### config.mk
export PLATFORM = sky130hd
export DESIGN_NAME = lcd_drive_sequencer
export DESIGN_NICKNAME = d
export VERILOG_FILES = /design/src/logic/lcd_drive_pkg.sv /design/src/logic/lcd_drive_sequencer.sv /design/src/logic/lcd_slot_timer.sv
export SDC_FILE = /design/constraint.sdc
export NUM_CORES = 1
export LEC_CHECK = 0
export ABC_CLOCK_PERIOD_IN_PS = 3550
export BUFFER_PORTS_ARGS = -buffer_cell sky130_fd_sc_hd__buf_2
export CAP_MARGIN = 20
export CORE_MARGIN = 2
export CORE_UTILIZATION = 47
export CTS_CLUSTER_DIAMETER = 120
export DETAILED_ROUTE_END_ITERATION = 6
export GPL_ROUTABILITY_DRIVEN = 0
export GPL_TIMING_DRIVEN = 1
export PLACE_DENSITY = 0.83
export SYNTH_ARGS = -nofsm -noshare
export SYNTH_HDL_FRONTEND = slang
export SYNTH_SLANG_ARGS = --single-unit
### constraint.sdc
create_clock -name clk -period 3.55 [get_ports clk]
set_input_delay 0.355 -clock clk [delete_from_list [all_inputs] [get_ports clk]]
set_output_delay 0.355 -clock clk [all_outputs]
set_load 0.05 [all_outputs]
### src/logic/lcd_drive_pkg.sv
// Shared constants and types for the multiplexed LCD drive sequencer
package lcd_drive_pkg;
    // Drive level codes sent to the analog bias and driver stage
    typedef enum logic [1:0] {
        LVL_GND,
        LVL_MID,
        LVL_TOP
    } level_e;

    // Line-count modes
    typedef enum logic [1:0] {
        MODE_STATIC,
        MODE_DUPLEX,
        MODE_TRIPLEX,
        MODE_QUAD
    } mode_e;

    localparam int MAX_COMMONS = 4;
    localparam int NIBBLE_BITS = 4;
    localparam int SLOTS_PER_COMMON = 2;
    localparam logic [2:0] SLOT_RESET = 3'h0;
    localparam logic [15:0] TICK_DIV_RESET = 16'h0000;

    // Slot-rate timing: one slot lasts this long at the 10 MHz clock
    localparam int CLK_PERIOD_NS = 100;
    localparam int SLOT_TIME_US = 2000;
    localparam int SLOT_CYCLES = (SLOT_TIME_US * 1000) / CLK_PERIOD_NS;

    // Per-slot selection state carried from sequencer to output stage
    typedef struct packed {
        logic [1:0] com;
        logic phase;
        logic [2:0] slot;
    } slot_sel_s;
endpackage

### src/logic/lcd_drive_sequencer.sv
// Multiplexed LCD common and segment drive sequencer
//
// Overview of operation
// - Active commons: static 1, duplex 2, triplex 3, quadruplex 4
// - Each segment line serves one segment per common
// - Duplex frame has four slots, static two
// - Duplex commons use ground, middle, top levels
// - Duplex segment states come from nibble bits 0,1
// - Bit0 rules slots t1,t2; bit1 rules t3,t4
// - Selected common swings top to ground
// - Segment out of phase is on, in phase off
// - Every frame averages zero volts per segment
// - Multiplex modes use half-bias middle level
// - Memory one means on, zero means off
// - Mode limits which nibble bits are read
`timescale 1ns/10ps
module lcd_drive_sequencer
    import lcd_drive_pkg::*;
#(
    parameter int SEGMENTS = 32,
    parameter int SLOT_DIVIDE = SLOT_CYCLES
)
(
    // Clock and reset
    input wire logic clk,
    input wire logic rstn,
    // Configuration and display memory
    input wire mode_e mode,
    input wire logic [SEGMENTS*NIBBLE_BITS-1:0] dispMem,
    // Drive level selects to the analog stage
    output level_e comLevel [MAX_COMMONS],
    output level_e segLevel [SEGMENTS],
    // Slot status
    output logic [2:0] slotNum,
    output logic frameStart
);
    initial
    begin
        if (SEGMENTS < 1 || SEGMENTS > 64)
            $error("lcd_drive_sequencer: SEGMENTS out of range");
        if (SLOT_DIVIDE < 1 || SLOT_DIVIDE > 65536)
            $error("lcd_drive_sequencer: SLOT_DIVIDE out of range");
    end

    logic tick;
    slot_sel_s sel_ff;
    slot_sel_s nxt_sel;
    level_e comLevel_ff [MAX_COMMONS];
    level_e nxt_comLevel [MAX_COMMONS];
    level_e segLevel_ff [SEGMENTS];
    level_e nxt_segLevel [SEGMENTS];
    logic frameStart_ff;
    logic nxt_frameStart;

    lcd_slot_timer #(
        .DIVIDE(SLOT_DIVIDE)
    ) u_timer (
        .clk(clk),
        .rstn(rstn),
        .tick(tick)
    );

    // Number of commons in use for a mode
    function automatic logic [2:0] commonsOf(input mode_e m);
        case (m)
            MODE_STATIC: commonsOf = 3'h1;
            MODE_DUPLEX: commonsOf = 3'h2;
            MODE_TRIPLEX: commonsOf = 3'h3;
            MODE_QUAD: commonsOf = 3'h4;
            default: commonsOf = 3'h1;
        endcase
    endfunction

    // Index of the final slot of a frame for a mode
    function automatic logic [2:0] lastSlotOf(input mode_e m);
        lastSlotOf = 3'(int'(commonsOf(m)) * SLOTS_PER_COMMON - 1);
    endfunction

    // Frame layout: each common owns two consecutive slots, high then low phase
    always_comb
    begin
        logic [2:0] last;
        last = lastSlotOf(mode);
        nxt_sel = sel_ff;
        nxt_frameStart = 1'b0;
        if (tick)
        begin
            if (sel_ff.slot >= last)
            begin
                nxt_sel.slot = SLOT_RESET;
                nxt_frameStart = 1'b1;
            end
            else
                nxt_sel.slot = sel_ff.slot + 3'h1;
        end
        nxt_sel.com = nxt_sel.slot[2:1];
        nxt_sel.phase = nxt_sel.slot[0];
    end

    // Level selects computed for the coming slot, loaded together
    always_comb
    begin
        level_e selHigh;
        level_e selLow;
        logic bitOn;
        bitOn = 1'b0;
        selHigh = nxt_sel.phase ? LVL_GND : LVL_TOP;
        selLow = nxt_sel.phase ? LVL_TOP : LVL_GND;
        for (int c = 0; c < MAX_COMMONS; c++)
        begin
            if (3'(c) >= commonsOf(mode))
                nxt_comLevel[c] = LVL_GND;
            else if (2'(c) == nxt_sel.com)
                nxt_comLevel[c] = selHigh;
            else
                nxt_comLevel[c] = LVL_MID;
        end
        for (int s = 0; s < SEGMENTS; s++)
        begin
            // Only the bit of the active common is read; higher bits stay unused
            bitOn = dispMem[s*NIBBLE_BITS + int'(nxt_sel.com)];
            // On drives opposite to the common, off follows it; both swing
            // symmetrically across the slot pair so the frame averages zero
            nxt_segLevel[s] = bitOn ? selLow : selHigh;
        end
    end

    always_ff @(posedge clk or negedge rstn)
    begin
        if (!rstn)
        begin
            sel_ff <= '0;
            frameStart_ff <= 1'b0;
            for (int c = 0; c < MAX_COMMONS; c++)
                comLevel_ff[c] <= LVL_MID;
            for (int s = 0; s < SEGMENTS; s++)
                segLevel_ff[s] <= LVL_MID;
        end
        else
        begin
            sel_ff <= nxt_sel;
            frameStart_ff <= nxt_frameStart;
            if (tick)
            begin
                comLevel_ff <= nxt_comLevel;
                segLevel_ff <= nxt_segLevel;
            end
        end
    end

    assign comLevel = comLevel_ff;
    assign segLevel = segLevel_ff;
    assign slotNum = sel_ff.slot;
    assign frameStart = frameStart_ff;

    // Level outputs only move on a slot tick
    hold_between_a: assert property (@(posedge clk) disable iff (!rstn)
        !$past(tick) |-> $stable(comLevel_ff[0]) && $stable(segLevel_ff[0]))
        else $error("levels changed inside a slot");

    // Duplex frame has four slots
    duplex_wrap_a: assert property (@(posedge clk) disable iff (!rstn)
        tick && mode == MODE_DUPLEX && $stable(mode) && sel_ff.slot == 3'h3
        |=> sel_ff.slot == 3'h0)
        else $error("duplex frame not four slots");

    // Static frame has two slots
    static_wrap_a: assert property (@(posedge clk) disable iff (!rstn)
        tick && mode == MODE_STATIC && sel_ff.slot == 3'h1 |=> sel_ff.slot == 3'h0)
        else $error("static frame not two slots");

    // Selected common swings between rails
    com_swing_a: assert property (@(posedge clk) disable iff (!rstn)
        $past(tick) && sel_ff.com == 2'h0 |-> comLevel_ff[0] != LVL_MID)
        else $error("selected common not at rail");

    // Unselected active common rests at middle level
    com_rest_a: assert property (@(posedge clk) disable iff (!rstn)
        $past(tick) && mode == MODE_DUPLEX && $stable(mode) && sel_ff.com == 2'h1
        |-> comLevel_ff[0] == LVL_MID)
        else $error("idle common not at middle");

    // Segment on is opposite to its common, off equal
    seg_phase_a: assert property (@(posedge clk) disable iff (!rstn)
        $past(tick) && sel_ff.com == 2'h0 && $stable(dispMem[0])
        |-> (segLevel_ff[0] != comLevel_ff[0]) == dispMem[0])
        else $error("segment phase wrong");

    // Segment never sits at middle after first tick
    seg_rail_a: assert property (@(posedge clk) disable iff (!rstn)
        $past(tick) |-> segLevel_ff[0] != LVL_MID)
        else $error("segment at middle level");

    // Active common count follows mode
    com_count_a: assert property (@(posedge clk) disable iff (!rstn)
        $past(tick) && mode == MODE_STATIC && $stable(mode) |-> comLevel_ff[1] == LVL_GND)
        else $error("unused common driven");

    // Cycles since the last tick, kept only for checking the slot length
    logic [15:0] slotAge_ff;
    logic [15:0] nxt_slotAge;

    always_comb
    begin
        if (tick)
            nxt_slotAge = 16'h0000;
        else if (slotAge_ff == 16'hFFFF)
            nxt_slotAge = slotAge_ff;
        else
            nxt_slotAge = slotAge_ff + 16'h0001;
    end

    always_ff @(posedge clk or negedge rstn)
    begin
        if (!rstn)
            slotAge_ff <= TICK_DIV_RESET;
        else
            slotAge_ff <= nxt_slotAge;
    end

    // Every slot lasts exactly the divider's count of cycles
    slot_len_a: assert property (@(posedge clk) disable iff (!rstn)
        tick |-> int'(slotAge_ff) == SLOT_DIVIDE - 1)
        else $error("slot length wrong");

    // No slot overstays the divider's count
    slot_due_a: assert property (@(posedge clk) disable iff (!rstn)
        int'(slotAge_ff) < SLOT_DIVIDE)
        else $error("slot tick overdue");

    // After any tick the slot lies inside the frame of the current mode
    slot_range_a: assert property (@(posedge clk) disable iff (!rstn)
        $past(tick) && $stable(mode) |-> sel_ff.slot <= lastSlotOf(mode))
        else $error("slot beyond end of frame");

    // Between ticks the slot counter holds
    slot_still_a: assert property (@(posedge clk) disable iff (!rstn)
        !tick |=> $stable(sel_ff.slot))
        else $error("slot moved without a tick");

    // Inside a frame a tick steps to the next slot
    slot_step_a: assert property (@(posedge clk) disable iff (!rstn)
        tick && sel_ff.slot < lastSlotOf(mode) |=> sel_ff.slot == $past(sel_ff.slot) + 3'h1)
        else $error("slot did not step by one");

    // A frame start pulse marks the first cycle of slot zero after a tick
    frame_mark_a: assert property (@(posedge clk) disable iff (!rstn)
        frameStart_ff |-> $past(tick) && sel_ff.slot == SLOT_RESET)
        else $error("frame start away from slot zero");

    // The frame start pulse lasts one cycle
    frame_single_a: assert property (@(posedge clk) disable iff (!rstn)
        frameStart_ff |=> !frameStart_ff)
        else $error("frame start longer than a cycle");

    // A wrap from the last slot raises the frame start
    frame_raise_a: assert property (@(posedge clk) disable iff (!rstn)
        tick && sel_ff.slot >= lastSlotOf(mode) |=> frameStart_ff)
        else $error("frame start missing at wrap");

    // Per-common checks: hold inside a slot, rest levels, rail swing when selected
    for (genvar gc = 0; gc < MAX_COMMONS; gc++)
    begin : g_com_chk
        // A common moves only on a slot tick
        com_hold_a: assert property (@(posedge clk) disable iff (!rstn)
            !$past(tick) |-> $stable(comLevel_ff[gc]))
            else $error("common level changed inside a slot");

        // Commons beyond the mode's count sit at ground
        com_unused_a: assert property (@(posedge clk) disable iff (!rstn)
            $past(tick) && $stable(mode) && 3'(gc) >= commonsOf(mode)
            |-> comLevel_ff[gc] == LVL_GND)
            else $error("unused common not at ground");

        // The selected common sits on a rail, top first then ground
        com_select_a: assert property (@(posedge clk) disable iff (!rstn)
            $past(tick) && $stable(mode) && 3'(gc) < commonsOf(mode) && sel_ff.com == 2'(gc)
            |-> comLevel_ff[gc] == (sel_ff.phase ? LVL_GND : LVL_TOP))
            else $error("selected common off its rail");

        // An active common outside its own slots rests at the middle level
        com_middle_a: assert property (@(posedge clk) disable iff (!rstn)
            $past(tick) && $stable(mode) && 3'(gc) < commonsOf(mode) && sel_ff.com != 2'(gc)
            |-> comLevel_ff[gc] == LVL_MID)
            else $error("idle common not at middle");
    end

    // Per-segment checks: hold inside a slot, always on a rail, phase against memory
    for (genvar gs = 0; gs < SEGMENTS; gs++)
    begin : g_seg_chk
        // A segment moves only on a slot tick
        seg_hold_a: assert property (@(posedge clk) disable iff (!rstn)
            !$past(tick) |-> $stable(segLevel_ff[gs]))
            else $error("segment level changed inside a slot");

        // Segments never rest at the middle level once slots run
        seg_swing_a: assert property (@(posedge clk) disable iff (!rstn)
            $past(tick) |-> segLevel_ff[gs] != LVL_MID)
            else $error("segment left at middle level");

        // Against the selected common: opposite when its bit is set, equal when clear
        seg_onoff_a: assert property (@(posedge clk) disable iff (!rstn)
            $past(tick) && $stable(dispMem[gs*NIBBLE_BITS +: NIBBLE_BITS])
            |-> (segLevel_ff[gs] != (sel_ff.phase ? LVL_GND : LVL_TOP))
                == dispMem[gs*NIBBLE_BITS + int'(sel_ff.com)])
            else $error("segment phase against its common wrong");
    end
endmodule

### src/logic/lcd_slot_timer.sv
// Slot-rate tick generator
`timescale 1ns/10ps
module lcd_slot_timer
    import lcd_drive_pkg::*;
#(
    parameter int DIVIDE = SLOT_CYCLES
)
(
    // Clock and reset
    input wire logic clk,
    input wire logic rstn,
    // Tick output
    output logic tick
);
    logic [15:0] count_ff;
    logic [15:0] nxt_count;

    initial
    begin
        if (DIVIDE < 1 || DIVIDE > 65536)
            $error("lcd_slot_timer: DIVIDE out of range");
    end

    always_comb
    begin
        tick = (count_ff == 16'(DIVIDE - 1));
        nxt_count = tick ? 16'h0000 : count_ff + 16'h0001;
    end

    always_ff @(posedge clk or negedge rstn)
    begin
        if (!rstn)
            count_ff <= TICK_DIV_RESET;
        else
            count_ff <= nxt_count;
    end
endmodule

### Word level (Yosys, flattened, before mapping)

Cells that the tools add are included.

* input bits: 132
* bits in registers: 92
* word-level logic and storage cells: 262

* muxes and demuxes: 143
* equality and inequality tests: 7
* order comparisons: 37
* add/sub/neg operators: 34
* reductions and logical operators: 2

Operators with widths (count)
* $bmux 1 s7: 31
* $add 7x2->8 const A: 16
* $lt 8x8->1 const B: 16
* $mux 2: 42
* $mux 1: 65
* $lt 7x8->1 const B: 8
* $add 6x2->7 const A: 8
* $lt 6x8->1 const B: 4
* $add 5x2->6 const A: 4
* $add 16x1->16 const B: 1
* $eq 16x15->1 const B: 1
* $lt 5x8->1 const B: 2
* $mux 16: 1
* $pmux 3 s4: 1
* $add 4x2->5 const A: 2
* $lt 2x8->1 const B: 1
* $lt 4x8->1 const B: 1
* $ge 1x3->1 const A: 2
* $ge 2x3->1 const A: 2
* $mux 3: 2
* $add 3x2->4 const A: 1
* $eq 2x2->1 const A: 2
* $eq 2x2->1 const B: 2
* $logic_not 2->1: 2
* 6 further kinds: 6

### Longest topological paths before layout

Gate-level depths: netlist (run 1).

* word-level depth: 11
* gate-level depth with buffers: 10
* gate-level depth less buffers: 8

### Cells and area by module

From an unflattened synthesis (run 1), not the netlist that was laid out.

* cells, all modules: 458
* area total of the unflattened synthesis: 4530.6 um^2

By module, submodules not included
* lcd_drive_sequencer: times used 1, area each 3771.1 um^2, seq. area each 1132.3 um^2, cells each 390
* lcd_slot_timer: times used 1, area each 759.5 um^2, seq. area each 400.4 um^2, cells each 68

### Worst setup path after synthesis (run 1)

OpenSTA, ideal clock, no wires.

* path kind: reg-to-reg
* start: register sel_ff, in the netlist slotNum[1]
* end: register segLevel_ff, in the netlist segLevel[49]
* required time: 3.473 ns
* stages on the path, launching flop included: 10
* data arrival time: 2.693 ns
* period minus slack after synthesis: 2.770 ns
* slack: 0.780 ns
* library setup time: 0.077 ns
* buffers on the path: 2
* path through: dfrtp_1 > ha_1 > a21o_1 > and2_4 > or2_2 > or4_1 > clkbuf_1 > clkbuf_1 > a211o_2 > o21ai_1

* word-level cells in the longest chain between the ends: 8
* elaborated cells between the ends (all ways): 11
* classes of those cells: add/sub (2); order compare (1); mux (8)

RTL lines
* start: declaration: line lcd_drive_sequencer.sv:46 `slot_sel_s sel_ff;`
* start signal: assignment: line lcd_drive_sequencer.sv:141 `sel_ff <= nxt_sel;`
* $add 3x1->3 / $ge 3x3->1 (equally long branches): line lcd_drive_sequencer.sv:94, lcd_drive_sequencer.sv:88
* $mux 3: line lcd_drive_sequencer.sv:88 `if (sel_ff.slot >= last)`
* $mux 3 (*): line lcd_drive_sequencer.sv:86 `if (tick)`
* $add 5x2->6: line lcd_drive_sequencer.sv:121 `bitOn = dispMem[s*NIBBLE_BITS + int'(nxt_sel.com)];`
* $bmux 1 s7: line lcd_drive_sequencer.sv:121
* $mux 1 (not written as such) (2 in a row): line lcd_drive_sequencer.sv:121
* $mux 2 (*): line lcd_drive_sequencer.sv:124 `nxt_segLevel[s] = bitOn ? selLow : selHigh;`
* end signal: assignment: line lcd_drive_sequencer.sv:146 `segLevel_ff <= nxt_segLevel;`
* end: declaration: line lcd_drive_sequencer.sv:50 `level_e segLevel_ff [SEGMENTS];`

Mark *: on every way between the ends. The rest lies on a longest branch, timed or not. The select of a mux whose other input is x is not followed.
A chain may end at the register's enable or synchronous reset.

### Final worst setup path (run 1)

* start: register u_timer.count_ff[0]
* end: register segLevel_ff, in the netlist segLevel[19]

* word-level cells in the longest chain between the ends: 7
* elaborated cells between the ends (all ways): 9
* classes of those cells: add/sub (1); eq/ne (1); mux (7)

RTL lines
* start: declaration: line lcd_slot_timer.sv:15 `logic [15:0] count_ff;`
* start signal: assignment: line lcd_slot_timer.sv:35 `count_ff <= nxt_count;`
* $eq 16x15->1 (*): line lcd_slot_timer.sv:26 `tick = (count_ff == 16'(DIVIDE - 1));`
* $mux 3: line lcd_drive_sequencer.sv:86
* $add 7x2->8: line lcd_drive_sequencer.sv:121
* $bmux 1 s7: line lcd_drive_sequencer.sv:121
* $mux 1 (not written as such) (2 in a row): line lcd_drive_sequencer.sv:121
* $mux 2: line lcd_drive_sequencer.sv:124

Marked as above.

==> results of run 1 <==
-- where the power goes --
part | total (mW) | internal [mW] | leakage [nW] | switching [mW]
sequential | 0.725 | 0.714 | 0.754 | 0.0108
clock | 0.760 | 0.485 | 0.121 | 0.274
combinational | 0.230 | 0.0888 | 1.59 | 0.141
-- worst paths after layout --
| check | slack [ns] | to | startpoint | cells past startpoint |
|---|---|---|---|---|
| max in group asynchronous | 2.71 | comLevel[2] | rstn | 3 |
| worst max-delay path | 0.48 | segLevel[19] | u_timer.count_ff[0] | 9 |
| min in group asynchronous | 0.54 | segLevel[62] | rstn | 2 |
| worst min register to register | 0.46 | comLevel[0] | comLevel[0] | 2 |
| worst max register to register | 0.48 | segLevel[19] | u_timer.count_ff[0] | 9 |
| worst min-delay path | 0.29 | comLevel[0] | mode[1] | 3 |
-- timing repair --
| item | 4_1_cts | 5_1_grt |
|---|---|---|
| gates resized for setup | 0 | 0 |
| endpoints found under the setup margin | 0 | 0 |
| hold endpoints to repair | 0 | 1 |
| hold buffers | 0 | 1 |
| setup buffers | 0 | 0 |
-- cell usage in the layout (no fill, tap or decap), types with 15 or more instances in the layout --
cell type,n
sky130_fd_sc_hd__o21ai_1,30
sky130_fd_sc_hd__a211o_1,17
sky130_fd_sc_hd__a31oi_1,33
sky130_fd_sc_hd__a211oi_1,34
sky130_fd_sc_hd__o22ai_1,32
sky130_fd_sc_hd__a211o_2,15
sky130_fd_sc_hd__dfrtp_1,56
sky130_fd_sc_hd__o21ai_0,69
sky130_fd_sc_hd__nand2_1,17
sky130_fd_sc_hd__buf_2,207
-- sequential cells by signal, indices dropped and copies added (netlist names) --
name and flops:
segLevel 33, slotNum 3, frameStart 1, comLevel 8, u_timer.count_ff 16
-- metrics by stage --
stage / util [%] / setup WS (ns)
after global routing: 61.0 / 0.272
after global placement: 57.7 / 0.606
after floorplan: - / 0.780
after CTS: 60.5 / 0.532
after detailed placement: 57.7 / 0.549
final: 61.0 / 0.479
-- cells by family (layout without fill, tap and decap cells) --
family          after synthesis  count (layout)  synth area share, %
xor+xnor                     16              16                 3.37
flops                        61              61                 36.9
mux                           4               4                 1.20
simple gates                 63              63                 8.67
fa+ha+maj                     4               4                 1.20
buf+inv                      77             241                 11.5
compound gates              240             240                 37.2
-- layer usage --
layer | global-route usage [%] | vias up | wire [µm] | part of all wire, %
met3 | 5.15 | 49 | 1250 | 9.4
met5 | 0 | - | 0 | 0
met1 | 31.8 | 2122 | 5080 | 38
met2 | 46.7 | 312 | 6580 | 49
met4 | 13.2 | 0 | 469 | 3.5
li1 | - | 2088 | - | -
-- area by class of cell --
cell class                 count  area (µm²)
clock buffer                  12         145
sequential                    61        1530
fill                         761        3370
tap                          108         135
inverter                       4        15.0
timing repair buffer         221        1180
clock inverter                 4        95.1
multi-input combinational    327        2170
-- critical path, delay by kind of cell, from the launching register on --
family                   cells  cell delay (ns)
AND/OR/NAND/NOR              2             0.43
buffers and inverters        2             0.68
AO/OA/AOI/OAI                4             1.17
flip-flops                   1             0.40
adder cells (fa/ha/maj)      1             0.25
==> impl_metrics.json, run 1 <==
{
  "timing.setup.critical_path_class": "flop to flop",
  "setup_repair_after_global_routing_missed_its_margin": "false",
  "min-delay-path-class": "input port to flop",
  "initial_utilization_pct": 48.1,
  "fmax_mhz": 326,
  "grt_pass1_wl_um": 21000,
  "outcome": "completed",
  "drive_above_1_share_pct": 42.8,
  "max-cap-violations": 0,
  "grt.overflow.total": 0,
  "final-hold-violation-count": 0,
  "max-slew-margin-rel_pct": 27.3,
  "pwr_density_cell_nw_per_um2": 325,
  "yosysTopAreaCellShare_pct": 33.7,
  "route.vias.total": 4571,
  "synth_ff_type": "sky130_fd_sc_hd__dfrtp_1",
  "worst_ir_drop_vdd_mv": 0.197,
  "floorplan.io_pins": 208,
  "fp.dieArea_um2": 9610,
  "drt-initial-drc-count": 331,
  "worstMarginPinSlew_ns": 1.09,
  "synthCells": 465,
  "yosysTopAreaCell": "sky130_fd_sc_hd__dfrtp_1",
  "dpl-instance-area_um2": 4980,
  "grt_pass1_vias": 4422,
  "yosys_warnings": 0,
  "detail_route.vias_per_cell": 6.20,
  "power_leakage_nw": 2.47,
  "worst_hold_slack_ns": 0.294,
  "synth.distinct_cells": 49,
  "ys_seq_elements": 61,
  "layout.cell_area.non_filler_um2": 5270,
  "insertedDiodeCount": 0,
  "wirelength_um": 13400,
  "numPlacedInstances": 718,
  "core_um2": 8640,
  "drt_first_pass_iters": 5,
  "critical-path-top-cell-by-count": "sky130_fd_sc_hd__buf_4",
  "proportion_of_synthesized_flip_flops_having_asynchronous_set_or_reset_pct": 100,
  "slew_viol_final": 0,
  "ordered_list_of_cells_on_the_worst_path": "ha_1, and4_2, nand4_1, buf_4, o21ai_2, buf_4, a31oi_1, a211oi_1, o21ai_1",
  "period_minus_slack_ns": 3.07,
  "place.detailed.hpwl_um": 9430,
  "grt_usage_pct": 26.9,
  "critPathMaxStageDelay_ns": 0.53,
  "period_share_pct": 86.5,
  "post_layout_nonfiller_instances": 737,
  "finish.net_count": 760,
  "clockRootBuffer": "sky130_fd_sc_hd__clkbuf_8",
  "number_of_antenna_violations_at_the_first_check_in_global_routing": 0,
  "syn_area_per_cell_um2": 8.94,
  "clk_transition_reported_paths_ns": 0.07,
  "remaining_drc_errors": 0,
  "largest_net_degree_at_the_start_of_global_routing": 46,
  "io_buffer_count": 207,
  "clock_latency_on_the_worst_skew_pair_ns": 0.34,
  "fin_skew_ns": 0.00987,
  "floorplan.rows": 34,
  "synth_top_cells_by_area": "sky130_fd_sc_hd__dfrtp_1, sky130_fd_sc_hd__o21ai_0, sky130_fd_sc_hd__a211oi_1",
  "area_growth_pct": 26.7,
  "final_ant_viol_nets": 0,
  "setup-tns-final_ns": 0,
  "dieHeight_um": 98.1,
  "number_of_enable_type_register_cells_in_the_synthesized_netlist": 0,
  "routed_wire_length_per_instance_um": 18.2,
  "cts-buffers-inserted": 9,
  "die_width_um": 98.1,
  "h-tree-depth": 3,
  "worst_setup_path_end_kind": "flop",
  "critical_path.max_fanout": 30,
  "synth.top_cells.by_count": "sky130_fd_sc_hd__o21ai_0, sky130_fd_sc_hd__dfrtp_1, sky130_fd_sc_hd__a211oi_1",
  "synth_area_um2": 4160,
  "setup_viol_count_final": 0,
  "clock_sink_count": 61,
  "worstPathRequired_ns": 3.77,
  "tritoncts": "done",
  "power_mw": 1.71,
  "synthesis.nets": 601,
  "post-synth-top-count-cell": "sky130_fd_sc_hd__o21ai_0",
  "critical-path-slowest-cell": "sky130_fd_sc_hd__o21ai_2",
  "startpoint_type": "flop",
  "clock_path_buffers": 2,
  "cp_data_arrival_time_ns": 3.29,
  "synth.yosys.seq_area_share_pct": 36.9
}
(Power assumes the default switching activity.)
==> run 2, diff against run 1 <==
--- a/config.mk
+++ b/config.mk
@@ -15,6 +15,7 @@
 export GPL_ROUTABILITY_DRIVEN = 0
 export GPL_TIMING_DRIVEN = 1
 export PLACE_DENSITY = 0.83
+export SETUP_SLACK_MARGIN = 0.5
 export SYNTH_ARGS = -nofsm -noshare
 export SYNTH_HDL_FRONTEND = slang
 export SYNTH_SLANG_ARGS = --single-unit
==> run 2 against run 1 <==
Net effect:
- sequential power barely moved
- cell area rose by 0.71%
- clock power barely moved
- routed wire length rose by 0.73%
- clock skew fell by 0.0015 ns
- via count fell by 0.53%
- register-to-register slack improved by 0.18 ns
- critical path type unchanged
==> impl_metrics.json, run 2 (synthesis gave the netlist of run 1 again) <==
{
  "cp_data_arrival_time_ns": 3.10,
  "number_of_antenna_violations_at_the_first_check_in_global_routing": 0,
  "fp.dieArea_um2": 9610,
  "floorplan.io_pins": 208,
  "timing.final.ws_setup_ns": 0.663,
  "min_path_cells": 3,
  "worstMarginPinSlew_ns": 0.648,
  "clock_sink_count": 61,
  "power_frac_comb_pct": 13.4,
  "multi_input_area_um2": 2180,
  "route.vias.total": 4547,
  "dpl-instance-area_um2": 4980,
  "startpoint": "slotNum[1]",
  "detail_route.vias_per_cell": 6.16,
  "wirelength_um": 13500,
  "period_minus_slack_ns": 2.89,
  "sequentialPowerShare_pct": 42.2,
  "grt.overflow.total": 0,
  "sequential_cell_area_um2": 1530,
  "critical_path.max_fanout": 18,
  "grt_pass1_vias": 4422,
  "layout_commonest_cell": "sky130_fd_sc_hd__buf_2",
  "layout.cell_area.non_filler_um2": 5310,
  "area_growth_pct": 27.6,
  "reg2reg_from": "slotNum[1]",
  "drive_above_1_share_pct": 43.2,
  "timing.setup.critical_path_class": "flop to flop",
  "fin_skew_ns": 0.00839,
  "final_ant_viol_nets": 0,
  "place.detailed.hpwl_um": 9430,
  "ff2ff_path_depth": 8,
  "initial_utilization_pct": 48.1,
  "clock_path_buffers": 2,
  "r2r_slack_ns": 0.66,
  "preCtsSetupSlack_ns": 0.549,
  "largest_net_degree_at_the_start_of_global_routing": 46,
  "worst_ir_drop_vdd_mv": 0.198,
  "grt_pass1_wl_um": 21000,
  "period_share_pct": 81.3,
  "floorplan.rows": 34,
  "internal_cell_power_mw": 1.29,
  "critPathMaxStageDelay_ns": 0.50,
  "pwr_density_cell_nw_per_um2": 323,
  "finish.net_count": 761,
  "setup_repair_after_global_routing_missed_its_margin": "false",
  "number_of_flip_flops_under_the_largest_register_name": 33,
  "max-cap-violations": 0,
  "slew_viol_final": 0,
  "power.share.switching_pct": 24.9,
  "routed_wire_length_per_instance_um": 18.3,
  "clockRootBuffer": "sky130_fd_sc_hd__clkbuf_8",
  "critical-path-top-cell-by-count": "sky130_fd_sc_hd__a211oi_1",
  "fmax_mhz": 346,
  "worst_r2r_endpoint": "segLevel[29]",
  "cts-buffers-inserted": 9,
  "final_cell_mix": "sky130_fd_sc_hd__buf_2, sky130_fd_sc_hd__o21ai_0, sky130_fd_sc_hd__dfrtp_1",
  "p_clk_share_pct": 44.3,
  "core_um2": 8640,
  "min-delay-path-class": "input port to flop",
  "max-slew-margin-rel_pct": 56.7,
  "h-tree-depth": 3,
  "setup-tns-final_ns": 0,
  "insertedDiodeCount": 0,
  "ordered_list_of_cells_on_the_worst_path": "ha_1, a21o_1, a211oi_1, o21a_2, buf_4, o21ai_0, a211oi_1, o21ai_1",
  "drt_first_pass_iters": 5,
  "filler_cell_count": 763,
  "outcome": "completed",
  "final-hold-violation-count": 0,
  "clk_transition_reported_paths_ns": 0.06,
  "remaining_drc_errors": 0,
  "worst_setup_path_end_kind": "flop",
  "clock_latency_on_the_worst_skew_pair_ns": 0.34,
  "dieHeight_um": 98.1,
  "die_width_um": 98.1,
  "startpoint_type": "flop",
  "grt_usage_pct": 26.9,
  "total_switching_power_mw": 0.428,
  "io_buffer_count": 207,
  "worstPathRequired_ns": 3.76,
  "setup_viol_count_final": 0,
  "critical-path-slowest-cell": "sky130_fd_sc_hd__a211oi_1",
  "tritoncts": "done",
  "drt-initial-drc-count": 379,
  "setup.worst_path.end": "segLevel[29]",
  "power_leakage_nw": 2.49
}
-- run 2: worst min-delay path by stage --
stage | slack (ns) | endpoint | start
after floorplan | 0.06 | comLevel[1] | rstn
after global placement | 0.44 | comLevel[0] | comLevel[0]
after detailed placement | 0.44 | comLevel[0] | comLevel[0]
after CTS | 0.21 | u_timer.count_ff[5] | rstn
after global routing | 0.31 | comLevel[3] | mode[1]
final | 0.30 | comLevel[0] | mode[1]
-- run 2: through the flow --
step / hold slack (ns) / total power [mW] / cells / util (%)
6_report: 0.299 / 1.72 / 738 / 61.4
3_3_place_gp: 0.440 / 0.958 / 718 / 57.7
3_5_place_dp: 0.444 / 0.963 / 718 / 57.7
4_1_cts: 0.213 / 1.71 / 734 / 60.5
2_1_floorplan: 0.0594 / 0.843 / 465 / -
5_1_grt: 0.315 / 1.77 / 738 / 61.4
-- run 2: cell type report --
cell class | instances | share of cell area [%]
clock buffer | 12 | 2.74
clock inverter | 4 | 1.79
inverter | 4 | 0.283
multi-input combinational | 327 | 41.1
sequential | 61 | 28.9
tap | 108 | 2.55
timing repair buffer | 222 | 22.6
-- run 2: power groups by stage --
stage                     sequential [mW]  combinational [mW]  clock [mW]
after floorplan                     0.802              0.0411           0
after global placement              0.736               0.222           0
after detailed placement            0.737               0.226           0
after CTS                           0.724               0.227       0.764
after global routing                0.726               0.247       0.793
final                               0.724               0.231       0.761
-- run 2: timing repair --
item | 4_1_cts | 5_1_grt
gates resized for setup | 0 | 5
endpoints found under the setup margin | 0 | 33
hold buffers | 0 | 1
buffers inserted | 0 | 1
hold endpoints to repair | 0 | 1
-- run 2: routing by layer --
layer  routed length, µm  up-vias  track usage, %
li1                    -     2086               -
met1                5090     2116            31.8
met2                6620      305            46.7
met3                1310       40            5.15
met4                 448        0            13.2
met5                   0        -               0
-- run 2: worst max-delay path: cells and delay by family (launching register included) --
kind / cells / cell delay [ns]
buffers and inverters: 1 / 0.29
adder cells (fa/ha/maj): 1 / 0.33
flip-flops: 1 / 0.47
AO/OA/AOI/OAI: 6 / 1.67
